**src/verilog/fsw_pkg.sv**
```systemverilog
/*
 * Constants and carrier types of the fail-safe watchdog unit.
 * Assumes a single 200 MHz system clock shared by every user of it.
 */
`default_nettype none

package fsw_pkg;

    // ********************************************************
    // Clock and timing
    // ********************************************************
    localparam int CLK_MHZ = 200;
    localparam int STABLE_TIME_MS = 1;
    localparam int STABLE_CYCLES_DEF = STABLE_TIME_MS * 1000 * CLK_MHZ;
    localparam int POR_TYP_US = 18;
    localparam int POR_MAX_US = 34;
    localparam int POR_CYCLES = POR_TYP_US * CLK_MHZ;
    localparam int POR_MAX_CYCLES = POR_MAX_US * CLK_MHZ;
    localparam logic [11:0] POR_LAST = 12'(POR_CYCLES - 1);

    // ********************************************************
    // Watchdog counter
    // ********************************************************
    localparam int MC_DIV = 12;
    localparam logic [3:0] MC_LAST = 4'(MC_DIV - 1);
    localparam int WD_WIDTH = 15;
    localparam logic [14:0] WD_TIMEOUT = 15'h7ffc;
    localparam logic [3:0] PRE16_LAST = 4'hf;
    localparam logic [7:0] WD_RST_SHORT = 8'h08;
    localparam logic [7:0] WD_RST_LONG = 8'h80;
    localparam int PRESCALE_BIT = 7;
    localparam logic [7:0] RELOAD_RESET = 8'h00;
    localparam logic [7:0] RELOAD_LOW = 8'h00;

    // ********************************************************
    // Clock monitor
    // ********************************************************
    localparam int RC_RATIO = 5;
    localparam logic [2:0] RC_LAST = 3'(RC_RATIO - 1);

    typedef enum logic [1:0] {
        MON_POR,
        MON_FAIL,
        MON_SETTLE,
        MON_OK
    } mon_state_t;

    // One software instruction acting on the control register.
    typedef struct packed {
        logic valid;
        logic refresh;
        logic start;
        logic clear_flag;
        logic reload_wr;
        logic [7:0] reload_data;
    } sw_op_t;

    typedef struct packed {
        logic wd_reset;
        logic monitor_reset;
        logic chip_reset;
        logic ports_reset;
        logic clock_sel_rc;
        logic sys_tick;
        logic reset_state_ready;
        logic wd_reset_flag;
        logic clock_fail_flag;
        logic wd_running;
        logic [14:0] wd_count;
    } status_t;

endpackage

`default_nettype wire

```
**src/verilog/fail_safe_watchdog_unit.sv**
```systemverilog
/*
 * Software watchdog counter and oscillator monitor with fast reset.
 * Assumes osc_in and rc_in are raw pins, far slower than clk, and that
 * each software instruction touching the control bits is one sw_op pulse.
 */
//
// Overview of operation
// - Fifteen-bit up-counter ticking at machine rate over two or thirty-two.
// - Divide-by-two always; extra divide-by-sixteen when reload bit seven is set.
// - Start bit runs the counter; software can never stop it afterwards.
// - Counter halts in idle, power-down or during a monitor reset.
// - Refresh needs refresh bit then start bit in consecutive instructions.
// - Reaching 7ffc without refresh raises the internal watchdog reset.
// - Watchdog reset lasts 8 count ticks, or 128 with large prescaler.
// - Watchdog reset keeps the counter running and sets its status flag.
// - Watchdog flag cleared by external reset or software; set only by timeout.
// - Monitor keeps comparing main oscillator against the RC reference.
// - Main below RC over five: select RC clock and assert reset.
// - Monitor reset keeps watchdog flag and sets the clock fail flag.
// - Healthy main oscillator feeds the system clock divided by two.
// - After a failure clears, a 1 ms settle reset phase runs.
// - Main oscillator counts as failed until it starts after power-on.
// - Ports held in reset state from power-on before the oscillator runs.
// - Correct reset state reached 18 us typical, 34 us at most.
`timescale 1ns/1ps
`default_nettype none

module fail_safe_watchdog_unit #(
    parameter int STABLE_CYCLES = fsw_pkg::STABLE_CYCLES_DEF
) (
    input wire logic clk,
    input wire logic rst,
    input wire logic osc_in,
    input wire logic rc_in,
    input wire logic idle_mode,
    input wire logic power_down,
    input wire fsw_pkg::sw_op_t sw_op,
    output fsw_pkg::status_t status
);
    import fsw_pkg::*;

    localparam int SW = $clog2(STABLE_CYCLES + 1);
    localparam logic [SW-1:0] SETTLE_LAST = SW'(STABLE_CYCLES - 1);

    typedef struct packed {
        logic osc_s1;
        logic osc_s2;
        logic osc_s3;
        logic rc_s1;
        logic rc_s2;
        logic rc_s3;
        logic [3:0] mc_cnt;
        logic pre2;
        logic [3:0] pre16;
        logic [7:0] reload;
        logic armed;
        logic running;
        logic [14:0] wd_cnt;
        logic wd_rst_active;
        logic [7:0] wd_rst_cnt;
        logic wd_flag;
        logic fail_flag;
        logic [2:0] rc_win;
        logic osc_seen;
        mon_state_t mon;
        logic [SW-1:0] settle_cnt;
        logic sys_div;
        logic sys_tick;
        logic [11:0] por_cnt;
        logic ready;
    } state_t;

    state_t st;
    state_t next_st;
    logic osc_tick;
    logic rc_tick;
    logic cyc_tick;
    logic cnt_tick;
    logic halt;
    logic op_ok;
    logic refresh_now;
    logic timeout_now;
    logic win_end;
    logic good;
    logic sel_rc;
    logic [7:0] rst_len;
    logic [14:0] reload_base;

    // ********************************************************
    // Combinational next state
    // ********************************************************
    always_comb begin
        next_st = st;
        next_st.osc_s1 = osc_in;
        next_st.osc_s2 = st.osc_s1;
        next_st.osc_s3 = st.osc_s2;
        next_st.rc_s1 = rc_in;
        next_st.rc_s2 = st.rc_s1;
        next_st.rc_s3 = st.rc_s2;
        osc_tick = st.osc_s2 & ~st.osc_s3;
        rc_tick = st.rc_s2 & ~st.rc_s3;
        halt = idle_mode | power_down | (st.mon != MON_OK);
        reload_base = {st.reload[6:0], RELOAD_LOW};
        rst_len = st.reload[PRESCALE_BIT] ? WD_RST_LONG : WD_RST_SHORT;

        // Machine cycle is the main oscillator over twelve.
        cyc_tick = 1'b0;
        if (osc_tick) begin
            if (st.mc_cnt == MC_LAST) begin
                next_st.mc_cnt = '0;
                cyc_tick = 1'b1;
            end else begin
                next_st.mc_cnt = st.mc_cnt + 4'h1;
            end
        end

        cnt_tick = 1'b0;
        if (cyc_tick && !halt) begin
            next_st.pre2 = ~st.pre2;
            if (st.pre2) begin
                if (!st.reload[PRESCALE_BIT]) begin
                    cnt_tick = 1'b1;
                end else begin
                    next_st.pre16 = st.pre16 + 4'h1;
                    cnt_tick = (st.pre16 == PRE16_LAST);
                end
            end
        end

        // Software is ignored while the chip itself sits in reset.
        op_ok = sw_op.valid & ~st.wd_rst_active & (st.mon == MON_OK);
        refresh_now = op_ok & sw_op.start & st.armed & st.running;
        if (op_ok) begin
            next_st.armed = sw_op.refresh;
            if (sw_op.reload_wr) begin
                next_st.reload = sw_op.reload_data;
            end
            if (sw_op.start) begin
                next_st.running = 1'b1;
            end
        end

        timeout_now = st.running & ~st.wd_rst_active & ~refresh_now &
                      (st.wd_cnt == WD_TIMEOUT);
        if (refresh_now) begin
            next_st.wd_cnt = reload_base;
        end else if (st.wd_rst_active) begin
            if (cnt_tick) begin
                if (st.wd_rst_cnt == rst_len - 8'h01) begin
                    next_st.wd_rst_active = 1'b0;
                    next_st.wd_rst_cnt = '0;
                    next_st.wd_cnt = reload_base;
                    next_st.armed = 1'b0;
                end else begin
                    next_st.wd_rst_cnt = st.wd_rst_cnt + 8'h01;
                end
            end
        end else if (timeout_now) begin
            next_st.wd_rst_active = 1'b1;
            next_st.wd_rst_cnt = '0;
        end else if (st.running && cnt_tick) begin
            next_st.wd_cnt = st.wd_cnt + 15'h0001;
        end

        // A timeout in the same cycle as a software clear keeps the flag.
        if (timeout_now) begin
            next_st.wd_flag = 1'b1;
        end else if (op_ok && sw_op.clear_flag) begin
            next_st.wd_flag = 1'b0;
        end

        // ********************************************************
        // Clock monitor
        // ********************************************************
        // A window spans five RC edges; no main edge in it means
        // the main oscillator runs below a fifth of the reference.
        win_end = rc_tick & (st.rc_win == RC_LAST);
        good = st.osc_seen | osc_tick;
        next_st.osc_seen = good;
        if (rc_tick) begin
            if (win_end) begin
                next_st.rc_win = '0;
                next_st.osc_seen = 1'b0;
            end else begin
                next_st.rc_win = st.rc_win + 3'h1;
            end
        end

        unique case (st.mon)
            MON_POR, MON_FAIL: begin
                if (win_end && good) begin
                    next_st.mon = MON_SETTLE;
                    next_st.settle_cnt = '0;
                end
            end
            MON_SETTLE: begin
                if (win_end && !good) begin
                    next_st.mon = MON_FAIL;
                    next_st.fail_flag = 1'b1;
                end else if (st.settle_cnt == SETTLE_LAST) begin
                    next_st.mon = MON_OK;
                end else begin
                    next_st.settle_cnt = st.settle_cnt + SW'(1);
                end
            end
            MON_OK: begin
                if (win_end && !good) begin
                    next_st.mon = MON_FAIL;
                    next_st.fail_flag = 1'b1;
                end
            end
        endcase

        // The RC clock stands in while the main oscillator is absent.
        sel_rc = (st.mon == MON_POR) | (st.mon == MON_FAIL);
        if (osc_tick) begin
            next_st.sys_div = ~st.sys_div;
        end
        next_st.sys_tick = sel_rc ? rc_tick : (osc_tick & st.sys_div);

        // Fast reset: the reset state is flagged by a counter of clk cycles,
        // without waiting for the crystal, a fixed delay after power-on.
        if (!st.ready) begin
            if (st.por_cnt == POR_LAST) begin
                next_st.ready = 1'b1;
            end else begin
                next_st.por_cnt = st.por_cnt + 12'h001;
            end
        end
    end

    // ********************************************************
    // State register
    // ********************************************************
    // External reset clears both flags; only it can, for the fail flag.
    always_ff @(posedge clk or posedge rst) begin
        if (rst) begin
            st <= '0;
        end else begin
            st <= next_st;
        end
    end

    // ********************************************************
    // Outputs
    // ********************************************************
    assign status.wd_reset = st.wd_rst_active;
    assign status.monitor_reset = (st.mon != MON_OK);
    assign status.chip_reset = st.wd_rst_active | (st.mon != MON_OK);
    assign status.ports_reset = st.wd_rst_active | (st.mon != MON_OK);
    assign status.clock_sel_rc = (st.mon == MON_POR) | (st.mon == MON_FAIL);
    assign status.sys_tick = st.sys_tick;
    assign status.reset_state_ready = st.ready;
    assign status.wd_reset_flag = st.wd_flag;
    assign status.clock_fail_flag = st.fail_flag;
    assign status.wd_running = st.running;
    assign status.wd_count = st.wd_cnt;
endmodule

`default_nettype wire

```
**config.mk**
```make
export PLATFORM = sky130hd
export DESIGN_NAME = fail_safe_watchdog_unit
export DESIGN_NICKNAME = d
export VERILOG_FILES = /design/src/verilog/fsw_pkg.sv /design/src/verilog/fail_safe_watchdog_unit.sv
export SDC_FILE = /design/constraint.sdc
export NUM_CORES = 1
export LEC_CHECK = 0
export ABC_AREA = 1
export BUFFER_PORTS_ARGS = -buffer_cell sky130_fd_sc_hd__buf_2
export CAP_MARGIN = 20
export CORE_UTILIZATION = 44
export CTS_BUF_LIST = sky130_fd_sc_hd__clkbuf_16
export CTS_CLUSTER_SIZE = 30
export DETAILED_ROUTE_END_ITERATION = 12
export PLACE_DENSITY_LB_ADDON = 0.08
export SLEW_MARGIN = 20
export SYNTH_ARGS = -nofsm -noshare
export SYNTH_HDL_FRONTEND = slang
export SYNTH_SLANG_ARGS = --single-unit
```
**constraint.sdc**
```tcl
create_clock -name clk -period 3.4 [get_ports clk]
set_input_delay 0.17 -clock clk [delete_from_list [all_inputs] [get_ports clk]]
set_output_delay 0.17 -clock clk [all_outputs]
set_load 0.005 [all_outputs]
```
==> summary.txt, run 1 <==
F_max = 0.443 GHz
Initial core utilization = 45.2%
Worst-Skew Late Latency = 0.34 ns
Setup TNS = 0 ns
Hold path cells = 2
Number of global-route vias before repair = 4055
Hold-fix buffers, CTS = 3
CP arrival = 2.49 ns
Worst slew pin tran = 0.622 ns
Average cell area after synthesis = 7.80 µm²
Min-delay src = sw_op[0]
Post-synth cell types = 40
Post-CTS sizing = 0
Seq pwr share = 46.3%
Post-route cell area = 5700 µm²
RSZ-0062 raised after global routing = no
Top-area cell type share of the netlist area = 43.6%
Crit Path Max Fanout = 25
Syn Std Cell Area = 5160 µm²
Final Cycle Share = 66.4%
Critical R2R Capture = st[15]$_DFFE_PP0P_
First-pass GRT wire length = 18500 µm
VDD IR max = 278 µV
Synth top area cells = dfrtp_1 44%, nand2_1 15%, nand3_1 5.2%
Initial antenna violation count = 0
Grt total ovfl = 0
Overall via count from detail_route = 4182
Clock power share = 39.2%
Diodes inserted = 0
Ys Warns = 0
Layout area overhead = 10.5%
Root Driver = clkbuf_16
Worst-path clk slew = 0.06 ns
Clk buf depth = 2
Chip height = 110 µm
Core Region = 11400 µm²
Maxcap violations = 0
Rows = 39
Post-layout min period = 2.26 ns
DRT Pass-1 Iters = 4
Power Density = 466 nW/µm²
Seq/Total Area, Yosys = 43.6%
DRT antenna net count = 0
R2r startpoint = st[15]$_DFFE_PP0P_
WP data required = 3.63 ns
R2R depth = 10
CTS tree = built
Switching Share = 28.2%
DRC errors left = 0
Ys flop type = dfrtp_1
FFs w/ async S/R, synth = 100%
Combinational group share of total power = 14.5%
Worst rel slew slack = 58.6%
Placed cell areas = 5360 µm²
GP Congestion = 0.887
Synth Register Bits = 90
Worst hold margin = 0.0598 ns
EDFF count, synth = 0
Die Wd = 110 µm
Reg2reg setup slack = 1.14 ns
Syn nets = 690
Syn Inst Count = 662
Hold Crit Endpoint = reload_base[8]$_DFFE_PP0P_
Total wire length = 10700 µm
CTS Buf Count = 9
Io pins = 44
Crit path capture type = register
Setup bufs post-CTS = 0
Yosys top cell by area = dfrtp_1
Dpl hpwl = 7760 µm
Kind of critical path = register to register
DIE AREA = 12200 µm²
# port buffers = 43
Outcome = complete, no violations
GRT Overall Usage = 19.8%
Share of layout cells above drive strength 1 = 14.2%
DR WL/cell = 12.7 µm
# setup viols final = 0
Leak = 2.90 nW
Nets = 719
Slew Limit Fails = 0
Largest net degree at the start of global routing = 50
Drt via density = 4.98
# clock sinks = 90
H-tree lvl count = 3
Final Skew = 0.00450 ns
Internal Pwr Total = 1.91 mW
Final hold viol count = 0
Hold Path Class = input pin to register
Net load switching power = 0.747 mW
Violation count after the first detailed-route iteration = 264
Type of origin of the critical path = register
[logic make-up after synthesis]
logic type	synth area share [%]
buf+inv	9.79
flops	43.6
compound gates	4.97
simple gates	32.8
fa+ha+maj	2.18
xor+xnor	5.09
mux	1.53
[per-layer routing]
layer / GRT usage (%) / wire, µm / vias to the layer above / part of all wire (%)
li1: - / - / 2143 / -
met1: 25.2 / 5110 / 1959 / 48
met2: 32.6 / 5010 / 65 / 47
met3: 4.47 / 394 / 15 / 3.7
met4: 7.52 / 187 / 0 / 1.7
met5: 0 / 0 / - / 0
[state kept, by name, indices dropped and copies added, names as in the netlist]
register / count
st: 58
status: 21
reload_base: 7
next_st: 4
[layout by cell type, fill, tap and decap left out, drive strengths merged, types with 2 or more instances in the layout]
| master | instances |
|---|---|
| a21oi | 3 |
| a31o | 3 |
| a31oi | 2 |
| buf | 47 |
| bufinv | 2 |
| clkbuf | 9 |
| clkinv | 6 |
| dfrtp | 90 |
| dlygate4sd3 | 3 |
| ha | 9 |
| inv | 74 |
| mux2 | 7 |
| nand2 | 210 |
| nand3 | 56 |
| nand3b | 2 |
| nand4 | 14 |
| nor2 | 70 |
| nor3 | 18 |
| nor4 | 2 |
| o21ai | 29 |
| o31ai | 3 |
| or2 | 2 |
| xnor2 | 11 |
| xor2 | 19 |
[cell type report]
| type | instances | area [µm²] |
|---|---|---|
| sequential | 90 | 2250 |
| clock inverter | 7 | 83.8 |
| tap | 143 | 179 |
| clock buffer | 9 | 225 |
| inverter | 75 | 283 |
| fill | 1115 | 5720 |
| timing repair buffer | 50 | 275 |
| multi-input combinational | 465 | 2400 |
[worst max-delay path by stage]
stage                                  start               endpoint
final                     st[15]$_DFFE_PP0P_     st[15]$_DFFE_PP0P_
after global placement    st[15]$_DFFE_PP0P_     st[15]$_DFFE_PP0P_
after global routing      st[15]$_DFFE_PP0P_     st[15]$_DFFE_PP0P_
after floorplan                          rst  next_st[84]$_DFF_PP0_
after CTS                 st[15]$_DFFE_PP0P_     st[15]$_DFFE_PP0P_
after detailed placement  st[15]$_DFFE_PP0P_     st[15]$_DFFE_PP0P_
[synthesized netlist by cell type, types with 2 or more instances]
library cell,n
nor2_1,63
inv_1,68
o31ai_1,3
buf_4,24
xor2_1,19
nor2_8,2
dfrtp_1,90
inv_2,7
nand3b_1,2
xnor2_1,11
o21ai_1,7
buf_2,5
nand3_1,54
ha_1,9
a31o_2,3
nor2_2,4
or2_2,2
o21ai_0,22
nand2_2,4
a21oi_1,3
nand2_1,202
nand4_1,12
nor3_1,18
mux2_2,7
a31oi_1,2
clkbuf_1,2
nor4_1,2
nand2_4,3
[worst max-delay path, cell delays in order (launching register included)]
cell and delay [ns]:
dfrtp_1 0.47, ha_1 0.25, nand2_1 0.10, nor2_2 0.19
inv_2 0.06, nor2_2 0.13, nand4_1 0.16, nand2_2 0.39
inv_2 0.21, nor2_1 0.13, nor2_1 0.05
[through the flow]
step / instances / util (%) / worst slack, ns / power, mW
final: 839 / 49.9 / 1.14 / 2.65
after global routing: 839 / 49.9 / 0.904 / 2.81
after CTS: 839 / 49.9 / 1.16 / 2.70
after detailed placement: 820 / 47.0 / 1.18 / 1.63
after global placement: 820 / 47.0 / 1.24 / 1.62
after floorplan: 662 / - / 0.895 / 1.54
[power by group through the flow]
stage	logic, mW	registers, mW	clock network, mW
after CTS	0.389	1.23	1.08
after detailed placement	0.383	1.25	0
after global routing	0.448	1.24	1.12
final	0.384	1.23	1.04
after floorplan	0.311	1.23	0
after global placement	0.376	1.24	0
No activity file was read; power rests on OpenSTA's default activity.
==> run 2: changes to the inputs <==
==> constraint.sdc (replaced) <==
create_clock -name clk -period 2.25 [get_ports clk]
set_input_delay 0.1125 -clock clk [delete_from_list [all_inputs] [get_ports clk]]
set_output_delay 0.1125 -clock clk [all_outputs]
set_load 0.005 [all_outputs]
==> run 2 against run 1 <==
Against the previous run:
- design area increased by 2.7%
- highest routed layer unchanged
- power increased by 59%
- via count increased by 0.38%
- combinational power increased by 67%
- fmax increased by 15%
==> summary.txt, run 2 (synthesis gave the netlist of run 1 again) <==
DRT antenna net count = 0 (unchanged)
CTS Buf Count = 9 (unchanged)
Maxcap violations = 0 (unchanged)
First-pass GRT wire length = 17900 µm (-3.3%)
DIE AREA = 12200 µm² (unchanged)
Diodes inserted = 0 (unchanged)
Worst setup slack after layout = 0.291 ns (-0.851 ns)
Overall via count from detail_route = 4198 (+0.38%)
Leak = 2.97 nW (+2.3%)
H-tree lvl count = 3 (unchanged)
CTS tree = built
Most flop-heavy register = st
Worst rel slew slack = 52.7% (-5.8 points)
Grt total ovfl = 0 (unchanged)
Final Skew = 0.00403 ns (-0.000470 ns)
CP Cell Sequence = ha_1 -> nand2_1 -> nor2_2 -> inv_2 -> nor2_2 -> nand4_1 -> nand2_2 -> inv_2 -> nor2_1 -> nor2_1
CP top delay family = simple AND/OR/NAND/NOR gates
Violation count after the first detailed-route iteration = 232 (-12%)
Max FFs per register = 58 (unchanged)
Hold path cells = 3 (+1)
# setup viols final = 0 (unchanged)
Kind of critical path = register to register
DRC errors left = 0 (unchanged)
Chip height = 110 µm (unchanged)
Slew Limit Fails = 0 (unchanged)
Final hold viol count = 0 (unchanged)
Worst slew pin tran = 0.708 ns (+0.0861 ns)
Most common cell after layout, fill and taps aside = nand2_1
Hold Crit Endpoint = st[74]$_DFFE_PP0P_
DRT Pass-1 Iters = 4 (unchanged)
Dpl hpwl = 7940 µm (+2.3%)
DR WL/cell = 12.6 µm (-1.4%)
Initial antenna violation count = 0 (unchanged)
Critical R2R Capture = st[15]$_DFFE_PP0P_
Root Driver = clkbuf_16
Setup TNS = 0 ns (unchanged)
R2R depth = 10 (unchanged)
Total wire length = 10700 µm (-0.36%)
Final Cycle Share = 87.1% (+21 points)
Type of origin of the critical path = register
Slowest CP cell = dfrtp_1
F_max = 0.510 GHz (+15%)
Min-delay src = sw_op[7]
Layout area overhead = 13.4%
Most frequent cells in the layout = 202 x nand2_1, 90 x dfrtp_1, 67 x inv_1, 63 x nor2_1, 54 x nand3_1
# port buffers = 43 (unchanged)
Io pins = 44 (unchanged)
Crit path buffers/inverters = 2 (unchanged)
Post-CTS sizing = 0 (unchanged)
CP arrival = 2.20 ns (-0.29 ns)
Hold-fix buffers, CTS = 8 (+5)
Outcome = complete, no violations
Core Region = 11400 µm² (unchanged)
Reg2reg setup slack = 0.29 ns (-0.85 ns)
Crit path capture type = register
Number of global-route vias before repair = 3852 (-5.0%)
VDD IR max = 415 µV (+50%)
Rows = 39 (unchanged)
# clock sinks = 90 (unchanged)
Setup bufs post-CTS = 0 (unchanged)
Nets = 728 (+1.3%)
Largest net degree at the start of global routing = 34 (-32%)
Hold Path Class = input pin to register
Die Wd = 110 µm (unchanged)
Clk buf depth = 2 (unchanged)
Power Density = 720 nW/µm² (+55%)
RSZ-0062 raised after global routing = no
R2r startpoint = st[15]$_DFFE_PP0P_
Critical path depth in cells = 10 (unchanged)
Worst-path clk slew = 0.06 ns (about the same)
Post-layout min period = 1.96 ns (-0.299 ns)
Drt via density = 4.95 (-0.68%)
Worst-Skew Late Latency = 0.35 ns (about the same)
Worst setup path start = st[15]$_DFFE_PP0P_
Crit Path Max Fanout = 12 (-52%)
Initial core utilization = 45.2% (unchanged)
WP data required = 2.49 ns (-1.14 ns)
Crit-path max cell delay = 0.46 ns (about the same)
Share of layout cells above drive strength 1 = 15.2% (+0.95 points)
GRT Overall Usage = 19.2% (-0.55 points)
GP Congestion = 0.859 (-3.2%)
Pre-CTS setup slack = 0.293 ns (-0.884 ns)
## run 2: cell count changes in the layout (fill, tap and decap cells not counted), sizes merged
cell / delta
dlygate4sd3: +5
inv: +1
bufinv: +1
buf: +4
clkinvlp: +2
clkinv: -4
## run 2: per-layer routing
metal,track usage (%),wire length [µm],vias up
met5,0,0,-
met4,7.42,214,0
met3,4.47,426,17
met2,30.6,5070,64
met1,25.3,4950,1956
li1,-,-,2161
## run 2: layout make-up
| class | instances | area, µm² |
|---|---|---|
| multi-input cells | 465 | 2400 |
| clock buffers | 9 | 225 |
| inverters | 75 | 285 |
| repair buffers | 59 | 393 |
| clock inverters | 7 | 116 |
| flip-flops and latches | 90 | 2250 |
| well taps | 143 | 179 |
| fillers | 1122 | 5560 |
## run 2: how the worst max path moves through the flow
| stage | end | slack (ns) |
|---|---|---|
| after floorplan | st[31]$_DFFE_PP0P_ | 0.53 |
| after global placement | st[15]$_DFFE_PP0P_ | 0.35 |
| after detailed placement | st[15]$_DFFE_PP0P_ | 0.29 |
| after CTS | st[30]$_DFFE_PP0P_ | 0.29 |
| after global routing | st[15]$_DFFE_PP0P_ | 0.009 |
| final | st[15]$_DFFE_PP0P_ | 0.29 |
## run 2: where the power goes
part / internal (mW) / switching (mW)
Sequential: 1.74 / 0.113
Clock: 1.08 / 0.638
Combinational: 0.237 / 0.406
## run 2: per-stage QoR
step | instances | hold WS (ns) | util, % | cell area, µm² | power, mW
2_1_floorplan | 662 | 0.144 | - | 5160 | 2.33
3_3_place_gp | 824 | 0.221 | 47.6 | 5430 | 2.52
3_5_place_dp | 824 | 0.222 | 47.6 | 5430 | 2.52
4_1_cts | 848 | 0.00410 | 51.3 | 5850 | 4.29
5_1_grt | 848 | 0.0111 | 51.3 | 5850 | 4.46
6_report | 848 | 0.0196 | 51.3 | 5850 | 4.22
## run 2: worst min-delay path, cell delays in order
cell and delay (ns):
buf_2 0.07, nor2_1 0.03, a21oi_1 0.10
==> run 3: changes to the inputs <==
--- a/config.mk
+++ b/config.mk
@@ -13,6 +13,7 @@
 export CTS_CLUSTER_SIZE = 30
 export DETAILED_ROUTE_END_ITERATION = 12
 export PLACE_DENSITY_LB_ADDON = 0.08
+export RECOVER_POWER = 100
 export SLEW_MARGIN = 20
 export SYNTH_ARGS = -nofsm -noshare
 export SYNTH_HDL_FRONTEND = slang
==> run 3 against run 2 <==
Against the previous run:
- power decreased by 0.20%
- non-clock buffer count stayed put
- design area is 1.0% lower
- sequential power about the same
- fmax down 2.9%
- flip-flop and latch count unchanged
- clock power hardly changed
- core utilization fell by 0.51 points
- die area unchanged
- register-to-register slack worse by 0.06 ns
- worst hold slack improved by 0.00076 ns
- via count rose by 1.0%
- largest cell class unchanged
==> summary.txt, run 3 (synthesis gave the netlist of run 1 again) <==
Outcome = complete, no violations
CTS Buf Count = 9 (unchanged)
Worst-path clk slew = 0.06 ns (about the same)
Power Density = 726 nW/µm² (+0.81%)
Largest net degree at the start of global routing = 34 (unchanged)
Post-CTS sizing = 0 (unchanged)
Worst-Skew Late Latency = 0.35 ns (about the same)
CP arrival = 2.28 ns (+0.08 ns)
Dpl hpwl = 7940 µm (unchanged)
Setup TNS = 0 ns (unchanged)
Type of origin of the critical path = register
Slew Limit Fails = 0 (unchanged)
Final Cycle Share = 89.7% (+2.6 points)
Kind of critical path = register to register
Most flop-heavy register = st
WP data required = 2.51 ns (+0.02 ns)
GRT Overall Usage = 19.2% (unchanged)
DRT Pass-1 Iters = 6 (+2)
GP Congestion = 0.859 (unchanged)
Share of layout cells above drive strength 1 = 11.9% (-3.3 points)
Most frequent cells in the layout = 203 x nand2_1, 90 x dfrtp_1, 68 x inv_1, 65 x nor2_1, 54 x nand3_1
Hold path cells = 3 (unchanged)
Leak = 2.88 nW (-2.8%)
Crit path capture type = register
Overall via count from detail_route = 4241 (+1.0%)
Diodes inserted = 0 (unchanged)
DIE AREA = 12200 µm² (unchanged)
Net load switching power = 1.15 mW (-0.48%)
Final Skew = 0.00377 ns (-0.000256 ns)
Root Driver = clkbuf_16
Critical Path Most Common Cell = nand2_1
RSZ-0062 raised after global routing = no
Chip height = 110 µm (unchanged)
Clk buf depth = 2 (unchanged)
Number of global-route vias before repair = 3852 (unchanged)
Slowest CP cell = dfrtp_1
Crit-path max cell delay = 0.48 ns (+0.02 ns)
Initial core utilization = 45.2% (unchanged)
H-tree lvl count = 3 (unchanged)
Internal Pwr Total = 3.06 mW (-0.10%)
Die Wd = 110 µm (unchanged)
Rows = 39 (unchanged)
Worst slew pin tran = 1.37 ns (+0.660 ns)
# setup viols final = 0 (unchanged)
Setup bufs post-CTS = 0 (unchanged)
Seq pwr share = 44.0% (about the same)
Max FFs per register = 58 (unchanged)
DRT antenna net count = 0 (unchanged)
Violation count after the first detailed-route iteration = 212 (-8.6%)
Clock power share = 40.9% (about the same)
Crit Path Max Fanout = 7 (-5)
Total wire length = 10700 µm (+0.27%)
VDD IR max = 415 µV (+0.11%)
R2R depth = 8 (-2)
Combinational group share of total power = 15.1% (about the same)
Nets = 728 (unchanged)
Layout area overhead = 12.3%
First-pass GRT wire length = 17900 µm (unchanged)
Hold Path Class = input pin to register
Maxcap violations = 0 (unchanged)
# port buffers = 43 (unchanged)
F_max = 0.496 GHz (-2.9%)
Final hold viol count = 0 (unchanged)
Post-layout min period = 2.02 ns (+0.0587 ns)
Drt via density = 5.00 (+1.0%)
Met1 WL = 5020 µm (+1.4%)
DRC errors left = 0 (unchanged)
Most common cell after layout, fill and taps aside = nand2_1
Initial antenna violation count = 0 (unchanged)
DR WL met3 = 389 µm (-8.7%)
Switching Share = 27.4% (-0.075 points)
Power Total = 4.21 mW (-0.20%)
# clock sinks = 90 (unchanged)
DR WL/cell = 12.6 µm (+0.27%)
Io pins = 44 (unchanged)
Worst rel slew slack = 8.34% (-44 points)
CP Cell Sequence = nand2_4 -> nor2_1 -> nand4_2 -> nand3_2 -> nand2_1 -> nand2_1 -> inv_1 -> o21ai_0
Metal2 WL = 5010 µm (-1.0%)
Core Region = 11400 µm² (unchanged)
Top sig layer = met4
Grt total ovfl = 0 (unchanged)
CTS tree = built
## run 3: cell count changes in the layout (fill, tap and decap cells not counted), moves of 2 or more
cell / delta
o21ai_0: +4
buf_4: -3
o21ai_1: -4
clkbuf_1: +19
nor2_1: +2
buf_2: -16
## run 3: path summary, 6_finish.rpt
check	startpoint	endpoint	slack (ns)
setup / recovery	st[34]$_DFFE_PP0P_	st[47]$_DFFE_PP0P_	0.23
hold / removal	sw_op[7]	st[74]$_DFFE_PP0P_	0.02
setup reg to reg	st[34]$_DFFE_PP0P_	st[47]$_DFFE_PP0P_	0.23
hold reg to reg	next_st[85]$_DFF_PP0_	next_st[84]$_DFF_PP0_	0.35
max in group asynchronous	rst	st[46]$_DFFE_PP0P_	0.52
min in group asynchronous	rst	st[28]$_DFFE_PP0P_	0.60
## run 3: worst max-delay path: cells and delay by family, from the launching register on
family | cells | cell delay, ns
AO/OA/AOI/OAI | 1 | 0.17
buffers and inverters | 1 | 0.10
flip-flops | 1 | 0.48
AND/OR/NAND/NOR | 6 | 1.17
## run 3: layout make-up
class	instances	area, µm²
tap	143	179
sequential	90	2250
fill	1136	5620
clock inverter	7	116
inverter	75	283
multi-input combinational	465	2390
timing repair buffer	59	349
clock buffer	9	225
## run 3: power by group through the flow
stage	clock, mW	sequential [mW]	combinational, mW
floorplan	0	1.86	0.471
global placement	0	1.88	0.639
detailed placement	0	1.88	0.638
CTS	1.78	1.85	0.650
global route	1.84	1.87	0.738
finish	1.72	1.85	0.634
## run 3: repair_timing
action	in CTS	in global routing
hold buffers	8	0
endpoints found under the setup margin	0	0
hold endpoints to repair	35	0
## run 3: per-layer routing
metal | global-route usage, % | vias to the layer above
li1 | - | 2158
met3 | 4.47 | 21
met4 | 7.42 | 0
met5 | 0 | -
met2 | 30.6 | 73
met1 | 25.3 | 1989
## run 3: metrics by stage
stage               utilization, %  setup WS, ns  cells  hold WS [ns]  instance area, µm²
floorplan                        -         0.526    662         0.144                5160
global placement              47.6         0.349    824         0.221                5430
detailed placement            47.6         0.293    824         0.222                5430
CTS                           51.3         0.293    848       0.00410                5850
global route                  50.8       0.00972    848        0.0111                5800
finish                        50.8         0.232    848        0.0204                5800
